[src/rst_pm_pkg.sv]
package rst_pm_pkg;

  // Sequence length in half-clock periods and in CPU cycles.
  localparam int SEQ_HALF_CLOCKS = 1024;
  localparam int SEQ_CYCLES = SEQ_HALF_CLOCKS / 2;
  localparam int TRANS_CYCLES = 4;
  localparam int CNT_W = 10;

  // Register word offsets.
  localparam logic [3:0] OFS_SYS_CONFIG = 4'h0;
  localparam logic [3:0] OFS_COMMAND = 4'h4;
  localparam logic [3:0] OFS_STATUS = 4'h8;

  // Field positions.
  localparam int CFG_READY_HIGH_BIT = 0;
  localparam int CFG_PD_EXT_ONLY_BIT = 1;
  localparam int CFG_BIDIR_BIT = 3;
  localparam int CMD_SW_RESET_BIT = 0;
  localparam int CMD_IDLE_BIT = 1;
  localparam int CMD_PDOWN_BIT = 2;
  localparam int STS_REFUSED_BIT = 8;
  localparam int STS_CAUSE_LSB = 9;

  // Reset values.
  localparam logic CFG_BIDIR_RST = 1'b0;
  localparam logic CFG_READY_HIGH_RST = 1'b0;
  localparam logic CFG_PD_EXT_RST = 1'b0;

  // Reset causes.
  localparam logic [2:0] CAUSE_NONE = 3'h0;
  localparam logic [2:0] CAUSE_COLD = 3'h1;
  localparam logic [2:0] CAUSE_WARM = 3'h2;
  localparam logic [2:0] CAUSE_SOFT = 3'h3;
  localparam logic [2:0] CAUSE_WDOG = 3'h4;

  // Pending low-power requests.
  localparam logic [1:0] REQ_NONE = 2'h0;
  localparam logic [1:0] REQ_IDLE = 2'h1;
  localparam logic [1:0] REQ_PDOWN = 2'h2;

  typedef enum logic [7:0] {
    ST_RUN = 8'h01,
    ST_IDLE = 8'h02,
    ST_PDOWN = 8'h04,
    ST_HELD = 8'h08,
    ST_TRANS = 8'h10,
    ST_WDOG = 8'h20,
    ST_SEQ = 8'h40,
    ST_EXTEND = 8'h80
  } seq_state_type;

endpackage

[src/reset_edge_sync.sv]
`timescale 1ns/1ps
module reset_edge_sync (
  // Clock.
  input wire logic clk_in,
  // Active-low reset level.
  input wire logic pin_n_in,
  // Reset active, set at once and released after two edges.
  output logic active_out
);

  typedef struct packed {
    logic meta;
    logic act;
  } sync_type;

  sync_type r;
  sync_type next_r;

  // Release shifts through; the first stage feeds only the second.
  always_comb begin
    next_r.meta = 1'b0;
    next_r.act = r.meta;
  end

  // Entry is asynchronous, exit waits for the clock.
  always_ff @(posedge clk_in or negedge pin_n_in) begin
    if (!pin_n_in) begin
      r <= '1;
    end else begin
      r <= next_r;
    end
  end

  assign active_out = r.act;

endmodule

[src/reset_and_power_mode_sequencer.sv]
// The address map and register access over AHB-Lite were decided locally.
`timescale 1ns/1ps
module reset_and_power_mode_sequencer (
  // Clock and reset.
  input wire logic clk_in,
  input wire logic software_reset_instruction_in,
  // AHB-Lite slave.
  input wire logic hsel_in,
  input wire logic [31:0] haddr_in,
  input wire logic [1:0] htrans_in,
  input wire logic hwrite_in,
  input wire logic [2:0] hsize_in,
  input wire logic [31:0] hwdata_in,
  input wire logic hready_in,
  output logic hreadyout_out,
  output logic [31:0] hrdata_out,
  output logic hresp_out,
  // Reset pin, open drain, and status pins.
  input wire logic reset_input_pin_in,
  output logic reset_input_pin_oe_n_out,
  output logic reset_output_pin_out,
  input wire logic vpp_high_in,
  // Watchdog and mode.
  input wire logic watchdog_overflow_in,
  input wire logic bootstrap_mode_in,
  // External bus status.
  input wire logic bus_cycle_active_in,
  input wire logic bus_uses_ready_in,
  input wire logic waitstates_done_in,
  input wire logic ready_in,
  input wire logic ready_enabled_in,
  // Wake sources.
  input wire logic interrupt_req_in,
  input wire logic fast_ext_int_in,
  // Controls to the rest of the chip.
  output logic internal_reset_out,
  output logic io_hiz_out,
  output logic hold_cancel_out,
  output logic bus_abort_out,
  output logic cpu_stop_out,
  output logic periph_stop_out
);
  import rst_pm_pkg::*;

  localparam int SEQ_LAST = SEQ_CYCLES - 1;

  typedef struct packed {
    seq_state_type state;
    logic [CNT_W-1:0] count;
    logic cfg_bidir;
    logic cfg_ready_high;
    logic cfg_pd_ext;
    logic [1:0] mode_req;
    logic refused;
    logic [2:0] cause;
    logic bidir_latched;
    logic ready_seen;
    logic bus_prev;
    logic w_pend;
    logic [3:0] w_ofs;
    logic w_mapped;
    logic [31:0] rdata;
    logic pin_oe_n;
    logic reset_output_pin;
    logic int_reset;
    logic hold_cancel;
    logic bus_abort;
    logic cpu_stop;
    logic periph_stop;
  } core_type;

  core_type r;
  core_type next_r;
  logic pin_active;
  logic pin_n_eff;
  logic ready_active;
  logic addr_ok;

  // Own drive of the pin must not look like an external reset. The mask stays on
  // through the extension state, so that neither the slow rise after the drive is
  // let go nor the pin lagging its enable can be taken for a fresh reset.
  assign pin_n_eff = reset_input_pin_in | ~r.pin_oe_n | (r.state == ST_EXTEND);

  reset_edge_sync u_pin_sync (
    .clk_in(clk_in),
    .pin_n_in(pin_n_eff),
    .active_out(pin_active)
  );

  // Ready level honours the programmed polarity.
  assign ready_active = (ready_in == r.cfg_ready_high);
  assign addr_ok = hsel_in && htrans_in[1] && hready_in;

  // Next-state, register and output logic.
  always_comb begin
    next_r = r;
    next_r.bus_abort = 1'b0;
    next_r.bus_prev = bus_cycle_active_in;
    next_r.w_pend = 1'b0;

    // Track whether ready went active during the latest bus access.
    if (bus_cycle_active_in && !r.bus_prev) begin
      next_r.ready_seen = ready_active;
    end else if (bus_cycle_active_in && ready_active) begin
      next_r.ready_seen = 1'b1;
    end

    // Register writes land in the data phase.
    if (r.w_pend && r.w_mapped) begin
      if (r.w_ofs == OFS_SYS_CONFIG) begin
        next_r.cfg_bidir = hwdata_in[CFG_BIDIR_BIT];
        next_r.cfg_ready_high = hwdata_in[CFG_READY_HIGH_BIT];
        next_r.cfg_pd_ext = hwdata_in[CFG_PD_EXT_ONLY_BIT];
      end else if (r.w_ofs == OFS_COMMAND) begin
        if (hwdata_in[CMD_SW_RESET_BIT] && r.state == ST_RUN) begin
          next_r.state = ST_TRANS;
          next_r.count = '0;
          next_r.cause = CAUSE_SOFT;
          next_r.bus_abort = 1'b1;
          next_r.mode_req = REQ_NONE;
        end else if (hwdata_in[CMD_PDOWN_BIT]) begin
          next_r.mode_req = REQ_PDOWN;
        end else if (hwdata_in[CMD_IDLE_BIT]) begin
          next_r.mode_req = REQ_IDLE;
        end
      end else if (r.w_ofs == OFS_STATUS) begin
        if (hwdata_in[STS_REFUSED_BIT]) begin
          next_r.refused = 1'b0;
        end
      end
    end

    // Sequencer; an external pin reset outranks every state but the extension state.
    if (pin_active && r.state != ST_HELD && r.state != ST_EXTEND) begin
      next_r.state = ST_HELD;
      next_r.mode_req = REQ_NONE;
      next_r.cause = vpp_high_in ? CAUSE_WARM : CAUSE_COLD;
    end else begin
      case (r.state)
        ST_RUN: begin
          if (watchdog_overflow_in && !bootstrap_mode_in) begin
            next_r.state = ST_WDOG;
            next_r.cause = CAUSE_WDOG;
            next_r.mode_req = REQ_NONE;
          end else if (next_r.state == ST_RUN && r.mode_req != REQ_NONE &&
                       !bus_cycle_active_in) begin
            next_r.mode_req = REQ_NONE;
            if (ready_enabled_in && !r.ready_seen) begin
              next_r.refused = 1'b1;
            end else if (r.mode_req == REQ_PDOWN) begin
              next_r.state = ST_PDOWN;
            end else begin
              next_r.state = ST_IDLE;
            end
          end
        end
        ST_IDLE: begin
          if (watchdog_overflow_in && !bootstrap_mode_in) begin
            next_r.state = ST_WDOG;
            next_r.cause = CAUSE_WDOG;
          end else if (interrupt_req_in) begin
            next_r.state = ST_RUN;
          end
        end
        ST_PDOWN: begin
          if (fast_ext_int_in || (interrupt_req_in && !r.cfg_pd_ext)) begin
            next_r.state = ST_RUN;
          end
        end
        ST_HELD: begin
          if (!pin_active) begin
            next_r.count = '0;
            next_r.bus_abort = 1'b1;
            if (r.cause == CAUSE_WARM) begin
              next_r.state = ST_TRANS;
            end else begin
              next_r.state = ST_SEQ;
              next_r.bidir_latched = r.cfg_bidir;
            end
          end
        end
        ST_TRANS: begin
          next_r.count = r.count + 1'b1;
          if (r.count == CNT_W'(TRANS_CYCLES - 1)) begin
            next_r.state = ST_SEQ;
            next_r.count = '0;
            next_r.bidir_latched = r.cfg_bidir;
          end
        end
        ST_WDOG: begin
          if (!bus_cycle_active_in) begin
            next_r.state = ST_SEQ;
            next_r.count = '0;
            next_r.bidir_latched = r.cfg_bidir;
          end else if (waitstates_done_in && bus_uses_ready_in && !ready_active) begin
            next_r.state = ST_SEQ;
            next_r.count = '0;
            next_r.bus_abort = 1'b1;
            next_r.bidir_latched = r.cfg_bidir;
          end
        end
        ST_SEQ: begin
          next_r.count = r.count + 1'b1;
          if (r.count == CNT_W'(SEQ_LAST)) begin
            next_r.cfg_bidir = 1'b0;
            next_r.bidir_latched = 1'b0;
            next_r.count = '0;
            if (r.bidir_latched || !reset_input_pin_in) begin
              next_r.state = ST_EXTEND;
            end else begin
              next_r.state = ST_RUN;
            end
          end
        end
        ST_EXTEND: begin
          if (reset_input_pin_in) begin
            next_r.state = ST_RUN;
          end
        end
        default: begin
          next_r.state = ST_RUN;
        end
      endcase
    end

    // Outputs follow the next state so they change with it.
    next_r.int_reset = (next_r.state == ST_HELD) || (next_r.state == ST_TRANS) ||
                       (next_r.state == ST_SEQ) || (next_r.state == ST_EXTEND);
    next_r.reset_output_pin = !next_r.int_reset;
    next_r.pin_oe_n = !(next_r.state == ST_SEQ && next_r.bidir_latched);
    next_r.hold_cancel = (next_r.state == ST_TRANS);
    next_r.cpu_stop = (next_r.state == ST_IDLE) || (next_r.state == ST_PDOWN);
    next_r.periph_stop = (next_r.state == ST_PDOWN);

    // Address phase: capture writes and prepare read data.
    if (addr_ok) begin
      next_r.w_pend = hwrite_in;
      next_r.w_ofs = haddr_in[3:0];
      next_r.w_mapped = (haddr_in[31:4] == 28'h0000000) && (haddr_in[1:0] == 2'h0);
      next_r.rdata = 32'h00000000;
      if (!hwrite_in && next_r.w_mapped) begin
        if (haddr_in[3:0] == OFS_SYS_CONFIG) begin
          next_r.rdata[CFG_BIDIR_BIT] = r.cfg_bidir;
          next_r.rdata[CFG_READY_HIGH_BIT] = r.cfg_ready_high;
          next_r.rdata[CFG_PD_EXT_ONLY_BIT] = r.cfg_pd_ext;
        end else if (haddr_in[3:0] == OFS_STATUS) begin
          next_r.rdata[7:0] = r.state;
          next_r.rdata[STS_REFUSED_BIT] = r.refused;
          next_r.rdata[STS_CAUSE_LSB +: 3] = r.cause;
        end
      end
    end
  end

  // State register with synchronous reset.
  always_ff @(posedge clk_in) begin
    if (software_reset_instruction_in) begin
      r <= '0;
      r.state <= ST_RUN;
      r.cfg_bidir <= CFG_BIDIR_RST;
      r.cfg_ready_high <= CFG_READY_HIGH_RST;
      r.cfg_pd_ext <= CFG_PD_EXT_RST;
      r.mode_req <= REQ_NONE;
      r.cause <= CAUSE_NONE;
      r.pin_oe_n <= 1'b1;
      r.reset_output_pin <= 1'b1;
    end else begin
      r <= next_r;
    end
  end

  // Outputs straight from flip-flops; hreadyout_out and hresp_out are constants.
  assign hreadyout_out = 1'b1;
  assign hrdata_out = r.rdata;
  assign hresp_out = 1'b0;
  assign reset_input_pin_oe_n_out = r.pin_oe_n;
  assign reset_output_pin_out = r.reset_output_pin;
  assign internal_reset_out = r.int_reset;
  assign io_hiz_out = pin_active;
  assign hold_cancel_out = r.hold_cancel;
  assign bus_abort_out = r.bus_abort;
  assign cpu_stop_out = r.cpu_stop;
  assign periph_stop_out = r.periph_stop;
endmodule

[config.mk]
export PLATFORM = sky130hd
export DESIGN_NAME = reset_and_power_mode_sequencer
export DESIGN_NICKNAME = d
export VERILOG_FILES = /design/src/rst_pm_pkg.sv /design/src/reset_edge_sync.sv /design/src/reset_and_power_mode_sequencer.sv
export SDC_FILE = /design/constraint.sdc
export NUM_CORES = 1
export LEC_CHECK = 0
export BUFFER_PORTS_ARGS = -buffer_cell sky130_fd_sc_hd__buf_2
export CAP_MARGIN = 10
export CORE_MARGIN = 4
export CORE_UTILIZATION = 53
export DETAILED_ROUTE_END_ITERATION = 10
export PLACE_DENSITY = 0.87
export SETUP_SLACK_MARGIN = 0.3
export SYNTH_ARGS = -nofsm -noshare
export SYNTH_HDL_FRONTEND = slang
export SYNTH_HIERARCHICAL = 1
export SYNTH_SLANG_ARGS = --single-unit
[constraint.sdc]
create_clock -name clk_in -period 3.4 [get_ports clk_in]
set_input_delay 0.34 -clock clk_in [delete_from_list [all_inputs] [get_ports clk_in]]
set_output_delay 0.34 -clock clk_in [all_outputs]
set_load 0.01 [all_outputs]
==> metrics.csv, run 1 <==
stage,metric,value,unit
power_and_ir_drop,Leak Pwr,1.466,nW
power_and_ir_drop,Peak VDD IR,0.0002518,V
finish,# diodes,0,
floorplan,Top Ports,127,
detailed_routing,DRT iter0 DRCs,344,
synthesis,Synth Area in Simple Gates,30.00,%
power_and_ir_drop,P_sw,0.0003535,W
global_routing,met1 usage,28.03,%
synthesis,Yosys reg bits,57,
synthesis,Post-Synth XOR/XNOR Area,1.856,%
synthesis,"EDFF count, synth",0,
synthesis,Syn Inst Count,410,
synthesis,Adder-Cell Fraction of Synth Area,0.3788,%
finish,most frequent cells in the layout,"73 x buf_2, 55 x dfxtp_1, 48 x nand2_1",
synthesis,mux cell area share after synthesis,1.894,%
detailed_routing,drt pass-1 iters,6,
global_routing,vias in the first global route,3005,
synthesis,Post-Syn Area,3303,um2
timing,fin crit share,79.38,%
global_routing,met3 usage,4.352,%
power_and_ir_drop,clock network power share,39.9,%
timing,Slew @ Worst Pin,0.9739,ns
finish,Area Growth Syn to Fin,10.57,%
power_and_ir_drop,Logic pwr share,10.3,%
synthesis,mean area per synthesized cell,8.057,um2
floorplan,starting density of the core,55.14,%
clocking,CTS max path bufs,2,
timing,final setup TNS,0,ns
clocking,post_cts resized,0,
timing,minimum clock period,2.699,ns
synthesis,number of synthesis warnings,6,
finish,Nets,550,
floorplan,Core Rows,28,
global_routing,gr ovfl total,0,
clocking,"Reg clk slew, reported paths",0.06,ns
floorplan,core area,5991,um2
global_routing,busiest grt layer,met2,
timing,pins over their slew limit,0,
placed_design,PortBufs,73,
detailed_routing,wire length per cell,15.36,um
synthesis,post-synthesis compound-gate area fraction,18.94,%
clocking,H-tree Lvls,3,
synthesis,largest family of logic cells by synthesized area,simple AND/OR/NAND/NOR gates,
detailed_routing,Vias,3188,
worst_setup_path,CP Max Fanout,13,
detailed_routing,ANT nets after route,0,
worst_setup_path,crit end category,register,
timing,# setup viols final,0,
global_routing,antenna violations before repair,0,
clocking,CTS tree,yes,
worst_setup_path,critical path class,reg -> reg,
synthesis,Main synth FF type,dfxtp_1,
power_and_ir_drop,switching part of the total,25.43,%
worst_setup_path,"Arr. time, crit path",2.95,ns
clocking,cts hold-fix bufs,0,
synthesis,post-synth cell types,60,
synthesis,Post-synth ARST share,3.509,%
power_and_ir_drop,Cell Pwr Density,380.7,nW/um2
placed_design,routability cong.,1.003,
finish,"commonest non-fill, non-tap cell in the layout",buf_2,
worst_setup_path,crit start category,register,
timing,clk_skew,0.007849,ns
global_routing,largest net degree at the start of global routing,51,
detailed_routing,DRC Markers,0,
placed_design,Placed Cells,528,
clocking,clock sinks,57,
global_routing,M2 GR Usage,35.96,%
timing,Max Freq,0.3705,GHz
detailed_routing,Via density,5.871,
synthesis,sequential area share after synthesis,34.92,%
timing,setup repair after global routing missed its margin,false,
power_and_ir_drop,sequential power share,49.8,%
worst_hold_path,min-delay worst type,in -> async,
power_and_ir_drop,Int Power,0.001037,W
floorplan,area of the die,7559,um2
timing,Slew HR,34.77,%
finish,Final Non-Filler Cells,543,
global_routing,global-route wire length before repair,13.48,mm
timing,Final Hold Viols,0,
clocking,Post-CTS Repair Setup Buffers,0,
floorplan,Die Span Y,86.95,um
clocking,CTS Root Cell,clkbuf_8,
detailed_routing,final wirelength,8.343,mm
outcome,status,"finished, final reports clean",
finish,fraction of layout cells with a size suffix above 1,20.94,%
floorplan,die width,86.95,um
global_routing,All-Layer GR Usage,22.48,%
worst_setup_path,worst-case reg-to-reg path depth,6,
clocking,Num CTS Buffers,9,
clocking,"Clk Latency, worst-skew pair",0.34,ns
placed_design,DP HPWL,6.205,mm
worst_setup_path,Crit path required time,3.65,ns
run,MaxCap Viol Count,0,
[through the flow]
| stage | worst slack [ns] | utilization (%) | hold WS, ns | instance area, um2 | power, W |
|---|---|---|---|---|---|
| after global placement | 0.7953 | 58.19 | 0.2516 | 3486 | 0.0008423 |
| after CTS | 0.7200 | 60.96 | 0.1325 | 3652 | 0.001394 |
| final | 0.7012 | 60.96 | 0.1434 | 3652 | 0.001390 |
| after floorplan | 1.144 | - | 0.2853 | 3378 | 0.0008096 |
| after detailed placement | 0.7295 | 58.19 | 0.2691 | 3486 | 0.0008467 |
| after global routing | 0.5379 | 60.96 | 0.1639 | 3652 | 0.001444 |
[cell usage after synthesis, types with 9 or more instances]
master / n / area, um2
a21oi_1: 30 / 150.1
nor2_1: 30 / 112.6
nor3_1: 19 / 95.09
a22oi_1: 9 / 67.56
nand3_1: 16 / 80.08
nor4_1: 17 / 106.4
nand2_1: 48 / 180.2
buf_4: 35 / 262.8
dfxtp_1: 55 / 1101
o21ai_0: 14 / 70.07
nand2b_1: 9 / 56.30
[layout make-up]
type	count	area [um2]
sequential	57	1154
timing repair buffer	75	380.4
inverter	5	18.77
clock buffer	15	166.4
fill	544	2338
tap	75	93.84
multi-input combinational	316	1839
[registers in the layout, indices dropped and copies added, names as in the netlist]
signal,flops
r,36
internal_reset_out,1
u_pin_sync/next_r,1
cpu_stop_out,1
periph_stop_out,1
bus_abort_out,1
hrdata_out,12
reset_input_pin_oe_n_out,1
reset_output_pin_out,1
hold_cancel_out,1
u_pin_sync/active_out,1
[power groups by stage]
stage	registers (W)	logic, W	clock network [W]
6_report	0.000693	0.000143	0.000555
5_1_grt	0.000694	0.000157	0.000593
4_1_cts	0.000692	0.000141	0.000561
3_5_place_dp	0.000707	0.000140	0
3_3_place_gp	0.000706	0.000136	0
2_1_floorplan	0.000699	0.000110	0
[path summary, 6_finish.rpt]
kind                                          start                     to  slack, ns
max                                           r[68]                  r[59]       0.70
min                              reset_input_pin_in   u_pin_sync/next_r[0]       0.14
max reg2reg                                   r[68]                  r[59]       0.70
min reg2reg                reset_input_pin_oe_n_out   u_pin_sync/next_r[0]       0.32
max in group asynchronous                     r[68]  u_pin_sync/active_out       2.06
min in group clk_in                    hwdata_in[2]                  r[52]       0.23
[kinds of logic after synthesis]
group,count (synthesis)
DFF,57
and+or+nand+nor,186
AOI/OAI and AO/OA,93
muxes,6
xor gates and xnor gates,7
buffers and inverters,57
other,3
adders and majority gates,1
[per-layer routing]
metal / part of all wire [%] / vias up
li1: - / 1525
met2: 47 / 166
met5: 0 / -
met1: 42 / 1456
met4: 4.1 / 0
met3: 7.7 / 41
[critical path: stages, from the launching register on]
cell       delay [ns]
dfxtp_1          0.44
or4_1            0.72
or4_4            0.54
a2bb2oi_2        0.20
nor2b_4          0.32
a21oi_1          0.13
a211oi_1         0.26
Power figures use the tool's default switching activity.
==> run 2: changes to the inputs <==
Settings changed: ABC_AREA set to 1, CORE_UTILIZATION 53 to 44, PLACE_DENSITY 0.87 to 0.77.
Clock period 3.4 ns to 2.35 ns, I/O delays scaled along.
==> metrics.csv, run 2 <==
stage,metric,value,unit,change
finish,Nets,627,,was 550
power_and_ir_drop,Peak VDD IR,0.0003448,V,was 0.0002518 V
timing,Slew HR,63.60,%,was 34.77%
global_routing,vias in the first global route,3018,,was 3005
synthesis,Post-synth ARST share,3.509,%,unchanged
timing,fin crit share,80.54,%,was 79.38%
worst_setup_path,worst r2r src,r[73],,was r[68]
worst_setup_path,slack of the worst reg-to-reg path,0.46,ns,was 0.70 ns
clocking,cts hold-fix bufs,0,,unchanged
worst_setup_path,"Arr. time, crit path",2.16,ns,was 2.95 ns
clocking,CTS Root Cell,clkbuf_8,,unchanged
clocking,CTS max path bufs,2,,unchanged
synthesis,post-synth top area share,33.94,%,was 33.33%
global_routing,largest net degree at the start of global routing,37,,was 51
global_routing,All-Layer GR Usage,19.03,%,was 22.48%
synthesis,leading area contributor after synthesis,dfxtp_1,,unchanged
floorplan,starting density of the core,44.97,%,was 55.14%
power_and_ir_drop,P_sw,0.0005684,W,was 0.0003535 W
worst_setup_path,worst-case reg-to-reg path depth,9,,was 6
detailed_routing,Vias,3222,,was 3188
global_routing,gr ovfl total,0,,unchanged
detailed_routing,ANT nets after route,0,,unchanged
timing,# setup viols final,0,,unchanged
timing,Max Freq,0.5283,GHz,was 0.3705 GHz
detailed_routing,DRT iter0 DRCs,136,,was 344
detailed_routing,Via density,4.995,,was 5.871
worst_setup_path,crit start category,register,,unchanged
finish,Area Growth Syn to Fin,16.89,%,was 10.57%
synthesis,Commonest cells post-synth,"90 x nand2_1, 57 x nand3_1, 55 x dfxtp_1",,"was 55 x dfxtp_1, 48 x nand2_1, 35 x buf_4"
placed_design,DP HPWL,6.283,mm,was 6.205 mm
synthesis,mean area per synthesized cell,6.802,um2,was 8.057 um2
worst_setup_path,Crit path required time,2.62,ns,was 3.65 ns
synthesis,Syn Inst Count,477,,was 410
outcome,status,"finished, final reports clean",,unchanged
floorplan,core area,7214,um2,was 5991 um2
finish,Largest register FFs,36,,unchanged
synthesis,synth top area cells,"dfxtp_1 34%, nand2_1 10%, nand3_1 8.8%, buf_4 7.9%, inv_1 5.9%",,"was dfxtp_1 33%, buf_4 8.0%, nand2_1 5.5%, a21oi_1 4.5%, nor2_1 3.4%"
global_routing,antenna violations before repair,0,,unchanged
finish,Biggest register,r,,unchanged
clocking,CTS tree,yes,,unchanged
clocking,H-tree Lvls,3,,unchanged
synthesis,number of synthesis warnings,6,,unchanged
synthesis,"EDFF count, synth",0,,unchanged
worst_setup_path,critical path class,reg -> reg,,unchanged
placed_design,PortBufs,73,,unchanged
finish,Storage cell area,1156,um2,was 1154 um2
placed_design,DP Area,3530,um2,was 3486 um2
synthesis,Yosys reg bits,57,,unchanged
run,MaxCap Viol Count,0,,unchanged
worst_setup_path,CP Max Fanout,11,,was 13
clocking,Num CTS Buffers,9,,unchanged
floorplan,Top Ports,127,,unchanged
power_and_ir_drop,Leak Pwr,1.741,nW,was 1.466 nW
timing,pins over their slew limit,0,,unchanged
synthesis,most common cell in the netlist,nand2_1,,was dfxtp_1
detailed_routing,DRC Markers,0,,unchanged
finish,fraction of layout cells with a size suffix above 1,23.81,%,was 20.94%
clocking,clock sinks,57,,unchanged
worst_setup_path,worst setup path start,r[73],,was r[68]
floorplan,die width,93.87,um,was 86.95 um
synthesis,Post-Syn Area,3244,um2,was 3303 um2
worst_setup_path,Reg2Reg Capture Point,r[52],,was r[59]
synthesis,sequential area share after synthesis,35.56,%,was 34.92%
finish,area of the multi-input gates,1654,um2,was 1839 um2
power_and_ir_drop,Cell Pwr Density,614.6,nW/um2,was 380.7 nW/um2
floorplan,area of the die,8812,um2,was 7559 um2
finish,# diodes,0,,unchanged
timing,minimum clock period,1.893,ns,was 2.699 ns
timing,Final Hold Viols,0,,unchanged
synthesis,Main synth FF type,dfxtp_1,,unchanged
global_routing,global-route wire length before repair,13.38,mm,was 13.48 mm
timing,clk_skew,0.01426,ns,was 0.007849 ns
synthesis,post-synth cell types,38,,was 60
floorplan,Die Span Y,93.87,um,was 86.95 um
placed_design,routability cong.,0.9012,,was 1.003
power_and_ir_drop,Int Power,0.001762,W,was 0.001037 W
timing,setup repair after global routing missed its margin,true,,was false
timing,Slew @ Worst Pin,0.5439,ns,was 0.9739 ns
power_and_ir_drop,switching part of the total,24.39,%,was 25.43%
timing,final setup TNS,0,ns,unchanged
floorplan,Core Rows,31,,was 28
power_and_ir_drop,clock network power share,47.9,%,was 39.9%
finish,Final Instance Area,3792,um2,was 3652 um2
worst_hold_path,min-delay worst type,in -> async,,unchanged
detailed_routing,drt pass-1 iters,4,,was 6
power_and_ir_drop,Logic pwr share,9.3,%,was 10.3%
finish,most frequent cells in the layout,"90 x nand2_1, 73 x buf_2, 57 x nand3_1",,"was 73 x buf_2, 55 x dfxtp_1, 48 x nand2_1"
clocking,"Reg clk slew, reported paths",0.07,ns,was 0.06 ns
worst_setup_path,crit end category,register,,unchanged
detailed_routing,final wirelength,8.092,mm,was 8.343 mm
detailed_routing,wire length per cell,12.55,um,was 15.36 um
worst_setup_path,CP Capture Point,r[52],,was r[59]
finish,Filler cells,725,,was 544
clocking,"Clk Latency, worst-skew pair",0.34,ns,about the same
power_and_ir_drop,sequential power share,42.8,%,was 49.8%
finish,"commonest non-fill, non-tap cell in the layout",nand2_1,,was buf_2
run 2: cell types whose count changed in the layout (fill, tap and decap cells not counted), moves of 9 or more:
| cell | previous run | this run |
|---|---|---|
| nand4_1 | 3 | 12 |
| a22oi_1 | 9 | 0 |
| nor3_1 | 19 | 6 |
| nand2_1 | 48 | 90 |
| nor4_1 | 17 | 6 |
| nand3_1 | 16 | 57 |
| nor2_1 | 30 | 44 |
| inv_1 | 5 | 51 |
| o21ai_0 | 14 | 23 |
run 2: kinds of logic after synthesis:
logic type      after synthesis  share of synthesized area, %
flops                        57                         35.56
simple gates                240                         35.40
fa+ha+maj                     1                        0.3856
buf+inv                     102                         16.00
compound gates               74                         12.30
other cells                   3                        0.3471
run 2: power groups by stage:
stage / registers (W) / logic, W / clock network [W]
3_3_place_gp: 0.00102 / 0.000211 / 0
5_1_grt: 0.000998 / 0.000245 / 0.00117
3_5_place_dp: 0.00102 / 0.000215 / 0
2_1_floorplan: 0.00102 / 0.000162 / 0
4_1_cts: 0.000996 / 0.000216 / 0.00114
6_report: 0.000997 / 0.000217 / 0.00112
run 2: worst max-delay path: stages, from the launching register on:
cell	delay (ns)
dfxtp_1	0.43
nor2_4	0.18
nand2_2	0.12
nor3_4	0.27
nor2_2	0.16
inv_4	0.15
nand2_1	0.10
inv_1	0.13
o2111ai_1	0.13
nor3_1	0.15
run 2: metrics by stage:
step	total power, W	util (%)	hold WS (ns)	std cells	setup WS (ns)
4_1_cts	0.002349	52.29	0.03113	644	0.3802
6_report	0.002331	52.57	0.04113	645	0.4573
3_5_place_dp	0.001233	48.92	0.2682	628	0.4067
3_3_place_gp	0.001228	48.92	0.2659	628	0.4084
2_1_floorplan	0.001178	-	0.2358	497	0.6664
5_1_grt	0.002415	52.57	0.06019	645	0.2562
run 2: how the worst min path moves through the flow:
stage | slack (ns) | start | end | cells past startpoint
global placement | 0.27 | reset_input_pin_oe_n_out | u_pin_sync/active_out | 1
global route | 0.06 | reset_input_pin_in | u_pin_sync/next_r[0] | 3
CTS | 0.03 | reset_input_pin_in | u_pin_sync/next_r[0] | 3
finish | 0.04 | reset_input_pin_in | u_pin_sync/next_r[0] | 3
detailed placement | 0.27 | reset_input_pin_oe_n_out | u_pin_sync/active_out | 1
floorplan | 0.24 | reset_input_pin_in | u_pin_sync/active_out | 2
run 2: layout make-up:
cell class	instances	share of cell area [%]
repair buffers	77	10.43
well taps	99	3.266
clock buffers	9	3.266
inverters	58	5.807
flip-flops and latches	57	30.48
multi-input cells	338	43.62
clock inverters	7	3.134
run 2: what timing repair did:
action	in CTS	in global routing
gates resized for setup	0	6
endpoints found under the setup margin	0	12
buffers inserted	0	1
run 2: routing by layer:
| metal | part of all wire [%] | track usage [%] | vias to the layer above |
|---|---|---|---|
| met5 | 0 | 0 | - |
| met4 | 1.5 | 6.739 | 0 |
| met3 | 7.1 | 5.208 | 12 |
| met2 | 49 | 32.76 | 117 |
| met1 | 43 | 22.61 | 1459 |
| li1 | - | - | 1634 |
